==> src/tvd_map.vh <==
`ifndef TVD_MAP_VH
`define TVD_MAP_VH
// ************************************************************
// register offsets (byte addresses)
// ************************************************************
`define TVD_OFF_CFG      8'h00
`define TVD_OFF_CPS      8'h04
`define TVD_OFF_VAB      8'h08
`define TVD_OFF_TMR      8'h0c
`define TVD_OFF_TRAP     8'h10
`define TVD_OFF_STAT     8'h14
`define TVD_OFF_HANDLER  8'h18
// ************************************************************
// field positions
// ************************************************************
`define TVD_CFG_VF       0
`define TVD_CFG_CD       1
`define TVD_CPS_PI       0
`define TVD_CPS_PD       1
`define TVD_CPS_SM       2
`define TVD_CPS_DI       3
// ************************************************************
// reset values and constants
// ************************************************************
`define TVD_CFG_RST      2'h0
`define TVD_CPS_RST      4'h0
`define TVD_VAB_RST      32'h0000_0000
`define TVD_TMR_RST      32'h0000_0000
`define TVD_VEC_RSVD_TOP 8'h3f
`define TVD_PTR_SHIFT    2
`define TVD_BLK_SHIFT    8
`endif

==> src/tvd_dispatch.v <==
// Summary of operation
// - a trap finds its handler in an external vector area at the base register.
// - with the layout bit set the entry is a pointer at base plus vector times 4.
// - with the layout bit clear the handler starts at base plus vector times 256.
// - each source carries a vector number from 0 to 255 naming one entry.
// - vectors 0 to 63 are system and floating-point events only; a user event there is still dispatched and only sets rsvd_err.
// - the cache-off bit of the configuration disables the prediction cache.
// - both physical-mode bits set give untranslated fetch and data addresses.
// - with the disable-all bit set no interrupt or trap is taken.
// - the supervisor bit set runs the core in supervisor mode.
// - a timer holding zero raises no timer interrupt.
`timescale 1ns/1ps
`default_nettype none
`include "tvd_map.vh"
module tvd_dispatch (
  input  wire        clk_sys_in,
  input  wire        rst_n_in,
  input  wire [31:0] haddr_in,
  input  wire [1:0]  htrans_in,
  input  wire        hwrite_in,
  input  wire [2:0]  hsize_in,
  input  wire [31:0] hwdata_in,
  input  wire        hsel_in,
  input  wire        hready_in,
  output reg  [31:0] hrdata_out,
  output wire        hreadyout_out,
  output wire        hresp_out,
  input  wire        event_req_in,
  input  wire [7:0]  event_vec_in,
  input  wire        event_user_in,
  output wire        event_ack_out,
  output reg         mem_rd_out,
  output reg  [31:0] mem_addr_out,
  input  wire        mem_ack_in,
  input  wire [31:0] mem_rdata_in,
  output reg         jump_out,
  output reg  [31:0] jump_addr_out,
  output wire        prediction_cache_off_out,
  output wire        instr_physical_mode_out,
  output wire        data_physical_mode_out,
  output wire        supervisor_out,
  output wire        timer_irq_out
);
  // ************************************************************
  // state
  // ************************************************************
  localparam [2:0] ST_IDLE = 3'b001;
  localparam [2:0] ST_READ = 3'b010;
  localparam [2:0] ST_JUMP = 3'b100;
  reg  [2:0]  state;
  reg  [1:0]  cfg;
  reg  [3:0]  cps;
  reg  [31:0] vab;
  reg  [7:0]  last_vec;
  reg         rsvd_err;
  reg  [31:0] entry_addr;
  reg         wr_pend;
  reg  [7:0]  wr_addr;
  reg         sw_req;
  reg  [7:0]  sw_vec;
  wire [31:0] calc_addr;
  wire [31:0] tmr_count;
  wire        tmr_irq;
  wire        bus_go;
  wire        take;
  wire [7:0]  take_vec;
  wire        take_user;
  wire        tmr_load;
  reg         pco_q;
  reg         ipm_q;
  reg         dpm_q;
  reg         sup_q;
  reg         tirq_q;
  // ************************************************************
  // ahb-lite slave, zero wait states
  // ************************************************************
  assign hreadyout_out = 1'b1;
  assign hresp_out     = 1'b0;
  assign bus_go = hsel_in & hready_in & htrans_in[1];
  assign tmr_load = wr_pend & (wr_addr == `TVD_OFF_TMR);
  always @(posedge clk_sys_in) begin
    if (!rst_n_in) begin
      wr_pend    <= 1'b0;
      wr_addr    <= 8'h00;
      hrdata_out <= 32'h0000_0000;
    end else begin
      wr_pend <= bus_go & hwrite_in;
      wr_addr <= haddr_in[7:0];
      if (bus_go & ~hwrite_in) begin
        case (haddr_in[7:0])
          `TVD_OFF_CFG:     hrdata_out <= {30'h0, cfg};
          `TVD_OFF_CPS:     hrdata_out <= {28'h0, cps};
          `TVD_OFF_VAB:     hrdata_out <= vab;
          `TVD_OFF_TMR:     hrdata_out <= tmr_count;
          `TVD_OFF_STAT:    hrdata_out <= {20'h0, rsvd_err, state,
                                           last_vec};
          `TVD_OFF_HANDLER: hrdata_out <= jump_addr_out;
          default:          hrdata_out <= 32'h0000_0000;
        endcase
      end
    end
  end
  always @(posedge clk_sys_in) begin
    if (!rst_n_in) begin
      cfg    <= `TVD_CFG_RST;
      cps    <= `TVD_CPS_RST;
      vab    <= `TVD_VAB_RST;
      sw_req <= 1'b0;
      sw_vec <= 8'h00;
      pco_q  <= 1'b0;
      ipm_q  <= 1'b0;
      dpm_q  <= 1'b0;
      sup_q  <= 1'b0;
    end else begin
      if (take)
        sw_req <= 1'b0;
      if (wr_pend) begin
        case (wr_addr)
          `TVD_OFF_CFG: begin
            cfg   <= hwdata_in[1:0];
            pco_q <= hwdata_in[`TVD_CFG_CD];
          end
          `TVD_OFF_CPS: begin
            cps   <= hwdata_in[3:0];
            // translation only bypassed when both bits are set
            ipm_q <= hwdata_in[`TVD_CPS_PI] &
                     hwdata_in[`TVD_CPS_PD];
            dpm_q <= hwdata_in[`TVD_CPS_PI] &
                     hwdata_in[`TVD_CPS_PD];
            sup_q <= hwdata_in[`TVD_CPS_SM];
          end
          `TVD_OFF_VAB: vab <= hwdata_in;
          `TVD_OFF_TRAP: begin
            sw_req <= 1'b1;
            sw_vec <= hwdata_in[7:0];
          end
          default: ;
        endcase
      end
    end
  end
  // ************************************************************
  // mode outputs
  // ************************************************************
  // own flops, loaded with the register write, so no gate sits on the pins
  assign prediction_cache_off_out = pco_q;
  assign instr_physical_mode_out  = ipm_q;
  assign data_physical_mode_out   = dpm_q;
  assign supervisor_out           = sup_q;
  // ************************************************************
  // timer
  // ************************************************************
  tvd_timer u_timer (
    .clk_sys_in  (clk_sys_in),
    .rst_n_in    (rst_n_in),
    .load_in     (tmr_load),
    .load_val_in (hwdata_in),
    .count_out   (tmr_count),
    .irq_out     (tmr_irq)
  );
  // registered pin, one cycle later than the count reaching zero
  always @(posedge clk_sys_in) begin
    if (!rst_n_in) begin
      tirq_q <= 1'b0;
    end else begin
      tirq_q <= tmr_irq & ~cps[`TVD_CPS_DI];
    end
  end
  assign timer_irq_out = tirq_q;
  // ************************************************************
  // dispatch
  // ************************************************************
  // software traps win over the external source; external waits
  assign take_vec  = sw_req ? sw_vec : event_vec_in;
  assign take_user = sw_req ? 1'b0 : event_user_in;
  assign take = (sw_req | event_req_in) & (state == ST_IDLE) &
                ~cps[`TVD_CPS_DI];
  assign event_ack_out = take & ~sw_req;
  tvd_addr_calc u_calc (
    .base_in              (vab),
    .vec_in               (take_vec),
    .vector_layout_bit_in (cfg[`TVD_CFG_VF]),
    .addr_out             (calc_addr)
  );
  always @(posedge clk_sys_in) begin
    if (!rst_n_in) begin
      state         <= ST_IDLE;
      last_vec      <= 8'h00;
      rsvd_err      <= 1'b0;
      entry_addr    <= 32'h0000_0000;
      mem_rd_out    <= 1'b0;
      mem_addr_out  <= 32'h0000_0000;
      jump_out      <= 1'b0;
      jump_addr_out <= 32'h0000_0000;
    end else begin
      jump_out <= 1'b0;
      case (state)
        ST_IDLE: begin
          if (take) begin
            last_vec   <= take_vec;
            entry_addr <= calc_addr;
            // user sources may not claim the reserved range; such a take is still dispatched and only sets rsvd_err
            rsvd_err   <= take_user &
                          (take_vec <= `TVD_VEC_RSVD_TOP);
            if (cfg[`TVD_CFG_VF]) begin
              mem_rd_out   <= 1'b1;
              mem_addr_out <= calc_addr;
              state        <= ST_READ;
            end else begin
              state <= ST_JUMP;
            end
          end
        end
        ST_READ: begin
          if (mem_ack_in) begin
            mem_rd_out    <= 1'b0;
            jump_out      <= 1'b1;
            jump_addr_out <= mem_rdata_in;
            state         <= ST_IDLE;
          end
        end
        ST_JUMP: begin
          jump_out      <= 1'b1;
          jump_addr_out <= entry_addr;
          state         <= ST_IDLE;
        end
        default: state <= ST_IDLE;
      endcase
    end
  end
endmodule
`default_nettype wire

==> src/tvd_addr_calc.v <==
`timescale 1ns/1ps
`default_nettype none
`include "tvd_map.vh"
module tvd_addr_calc (
  input  wire [31:0] base_in,
  input  wire [7:0]  vec_in,
  input  wire        vector_layout_bit_in,
  output wire [31:0] addr_out
);
  // ************************************************************
  // entry address
  // ************************************************************
  wire [31:0] vec_w;
  assign vec_w = {24'h000000, vec_in};
  assign addr_out = vector_layout_bit_in ?
    base_in + (vec_w << `TVD_PTR_SHIFT) :
    base_in + (vec_w << `TVD_BLK_SHIFT);
endmodule
`default_nettype wire

==> src/tvd_timer.v <==
`timescale 1ns/1ps
`default_nettype none
module tvd_timer (
  input  wire        clk_sys_in,
  input  wire        rst_n_in,
  input  wire        load_in,
  input  wire [31:0] load_val_in,
  output reg  [31:0] count_out,
  output reg         irq_out
);
  // ************************************************************
  // down counter, zero means idle
  // ************************************************************
  always @(posedge clk_sys_in) begin
    if (!rst_n_in) begin
      count_out <= 32'h0000_0000;
      irq_out   <= 1'b0;
    end else if (load_in) begin
      count_out <= load_val_in;
      irq_out   <= 1'b0;
    end else if (count_out != 32'h0000_0000) begin
      count_out <= count_out - 32'h0000_0001;
      irq_out   <= (count_out == 32'h0000_0001);
    end else begin
      irq_out   <= 1'b0;
    end
  end
endmodule
`default_nettype wire

==> config.mk <==
export PLATFORM = sky130hd
export DESIGN_NAME = tvd_dispatch
export DESIGN_NICKNAME = d
export VERILOG_FILES = /design/src/tvd_dispatch.v /design/src/tvd_addr_calc.v /design/src/tvd_timer.v
export VERILOG_INCLUDE_DIRS = /design/src
export SDC_FILE = /design/constraint.sdc
export NUM_CORES = 1
export LEC_CHECK = 0
export BUFFER_PORTS_ARGS = -buffer_cell sky130_fd_sc_hd__clkbuf_2
export CAP_MARGIN = 20
export CORE_AREA = 4 4 160 162
export DETAILED_ROUTE_END_ITERATION = 12
export DIE_AREA = 0 0 164 166
export GPL_ROUTABILITY_DRIVEN = 1
export PLACE_DENSITY_LB_ADDON = 0.1
export SETUP_SLACK_MARGIN = 0.2
export SLEW_MARGIN = 20
export SYNTH_ARGS = -nofsm -noshare
export SYNTH_HDL_FRONTEND = slang
export SYNTH_SLANG_ARGS = --single-unit
==> constraint.sdc <==
create_clock -name clk_sys_in -period 8.5 [get_ports clk_sys_in]
set_input_delay 0.85 -clock clk_sys_in [delete_from_list [all_inputs] [get_ports clk_sys_in]]
set_output_delay 0.85 -clock clk_sys_in [all_outputs]
set_load 0.02 [all_outputs]
==> summary.md <==
| Metric | Value |
|---|---|
| Result of the run | `finished clean` |
| DRC viols | `0` |
| Dpl hpwl | `24.96 mm` |
| R2R setup slack | `5060 ps` |
| Share of cells above drive strength 1 | `0.1897` |
| CP max FO | `12` |
| Most frequent cells in the layout | `dfxtp_1, clkbuf_2, nand2_1` |
| Pre-CTS setup slack | `4905 ps` |
| Placement Cell Area | `11820 sq um` |
| Clk pwr share | `0.370` |
| Die height | `166 um` |
| DRT antenna net count | `0` |
| Critical Path RT | `8870 ps` |
| PostCTS Resize Cnt | `0` |
| Inserted Diodes | `0` |
| Commonest non-fill, non-tap cell in the layout | `dfxtp_1` |
| DR iter-0 viols | `728` |
| # hold bufs at CTS | `0` |
| Clock skew | `9.768 ps` |
| Critical path endpoint category | `register` |
| Root Buffer | `clkbuf_16` |
| Synth Register Bits | `233` |
| Worst setup margin | `5064 ps` |
| Leak | `about 5.0 nW` |
| Setup CP Type | `register to register` |
| Detail-routed via count per cell | `5.574` |
| Final TNS setup | `0 ps` |
| Number of flops mapped to enable cells by yosys | `0` |
| Total track usage | `0.2455` |
| Sequential Power Share | `0.413` |
| Worst-Skew Late Latency | `530 ps` |
| TritonCTS clock tree | `built` |
| Power Dens Cells | `245.4 nW/um^2` |
| Worst setup SP type | `register` |
| Area growth, synth to finish | `19.09%` |
| Max Root-Sink Buffers | `3` |
| First-pass GRT wire length | `53.00 mm` |
| Tightest Pin Transition | `slightly above 1000 ps` |
| Total power | `between 0.003 and 0.004 W` |
| Initial Util | `0.4427` |
| Sink Count | `233` |
| Initial antenna violation count | `0` |
| PortBufs | `192` |
| Gr ovfl total | `0` |
| CP arrival | `3810 ps` |
| Die area | `approximately 27000 sq um` |
| Filler cell count | `2427` |
| Synth async-reset ratio | `0` |
| Number of CTS-inserted buffers | `26` |
| Max-cap viol count | `0` |
| Sw power | `0.0009508 W` |
| Rows | `57` |
| Core Region | `24110 sq um` |
| Int Power | `0.002168 W` |
| Post-CTS setup buffer count | `0` |
| Combinational Power Share | `0.218` |
| Pre-antenna DRT Iters | `8` |
| Vias in the first global route | `just over 9000` |
| Mapped Cells | `1277` |
| WL final | `34.64 mm` |
| Mapped Nets | `1415` |
| WL/cell | `19.65 um` |
| Sequential element share of the synthesized area | `0.4370` |
| Main synth FF type | `dfxtp_1` |
| Pin count of the biggest net entering global routing | `96` |
| Max IR drop VDD | `0.1405 mV` |
| Sw frac | `0.3049` |
| Min cycle time layout | `3436 ps` |
| Nets | `1558` |
| Hold Path Class | `register to register` |
| H-tree levels | `1` |
| Die Wd | `164 um` |
| Final GP Congestion | `0.9157` |
| Unrepaired setup endpoints after global routing | `no` |
| Fmax | `0.2910 GHz` |
| Synth unique cells | `57` |
| Non-Filler Cell Area, Final | `between 10000 and 15000 sq um` |
| DR vias | `9827` |
| Worst slew margin | `0.3219` |
| Final period util | `0.4043` |
| Post-Syn Area | `between 10000 and 15000 sq um` |
| Pins Over Slew Limit | `0` |
| Clk slew on worst S/H paths | `about 60 ps` |
| Avg Cell Area, Syn | `8.358 sq um` |
| Final hold violations | `0` |
| I/O pins | `223` |
| Synth warnings | `0` |
| Final setup viols | `0` |
==> metrics by stage <==
stage,util,instances,hold slack [ps]
final,0.5273,1763,426.3
after global routing,0.5273,1763,442.3
after CTS,0.5273,1763,425.0
after detailed placement,0.4903,1716,417.2
after global placement,0.4903,1716,409.4
after floorplan,-,1277,404.5
==> sequential cells by signal, indices dropped and copies added (netlist names) <==
name                    flops
cfg                         2
cps                         4
data_physical_mode_out      1
entry_addr                 32
hrdata_out                 32
jump_addr_out              32
jump_out                    1
last_vec                    8
mem_addr_out               32
mem_rd_out                  1
rsvd_err                    1
state                       3
sw_req                      1
sw_vec                      8
timer_irq_out               1
u_timer.count_out          32
u_timer.irq_out             1
vab                        32
wr_addr                     8
wr_pend                     1
==> metal layers <==
layer / track usage / vias up / routed length (um)
li1: - / 4812 / -
met1: 0.3210 / 4620 / 14670
met2: 0.4111 / 331 / 16410
met3: 0.03549 / 64 / 2186
met4: 0.09008 / 0 / 1370
met5: 0 / - / 0
==> power groups by stage <==
stage               clock, W  sequential [W]  combinational, W
floorplan                  0         0.00128          0.000518
global route         0.00122         0.00130          0.000762
global placement           0         0.00131          0.000661
CTS                  0.00117         0.00128          0.000674
finish               0.00115         0.00129          0.000679
detailed placement         0         0.00131          0.000668
==> area by class of cell <==
class,instances,area (sq um),area share
clock buffers,38,787.0,0.06192
clock inverters,9,103.9,0.008171
inverters,8,32.53,0.002560
multi-input cells,944,5643,0.4440
flip-flops and latches,233,4664,0.3670
well taps,324,405.4,0.03190
repair buffers,207,1074,0.08447
==> cell usage after synthesis, types with 9 or more instances <==
cell	count	area, sq um
a22oi_1	34	255.2
nor3_1	13	65.06
nand3_1	21	105.1
nand2_1	164	615.6
clkbuf_1	77	289.0
ha_1	19	237.7
and3_1	11	68.82
xor2_1	36	315.3
a211oi_1	49	367.9
a21oi_1	162	810.8
and2_1	14	87.58
a222oi_1	20	200.2
nor2_1	160	600.6
dfxtp_1	233	4664
mux2i_1	52	520.5
o21ai_0	60	300.3
xnor2_1	25	219.0
nor4_1	9	56.30
==> critical path, stage by stage, from the launching register on <==
cell      delay [ps]
dfxtp_1          590
mux2_2           470
ha_1             380
a21oi_1          110
o21ai_0          340
a211oi_1         190
nor4_1           670
nand4_1          190
xor2_1           250
a21oi_1          100
==> kinds of logic (layout without fill, tap and decap cells) <==
logic type	after synthesis	in the layout	share of synthesized area
simple gates	445	445	0.1878
compound gates	355	355	0.2040
flops	233	233	0.4370
buf+inv	100	262	0.03716
xor+xnor	61	61	0.05006
mux	60	60	0.05721
fa+ha+maj	21	21	0.02603
other cells	2	2	0.0007037
==> path summary, 6_finish.rpt <==
kind / from / end / depth (start not counted)
hold reg to reg: u_timer.irq_out / timer_irq_out / 2
setup reg to reg: sw_req / mem_addr_out[30] / 9
hold / removal: u_timer.irq_out / timer_irq_out / 2
setup / recovery: sw_req / mem_addr_out[30] / 9
Power figures use the tool's default switching activity.
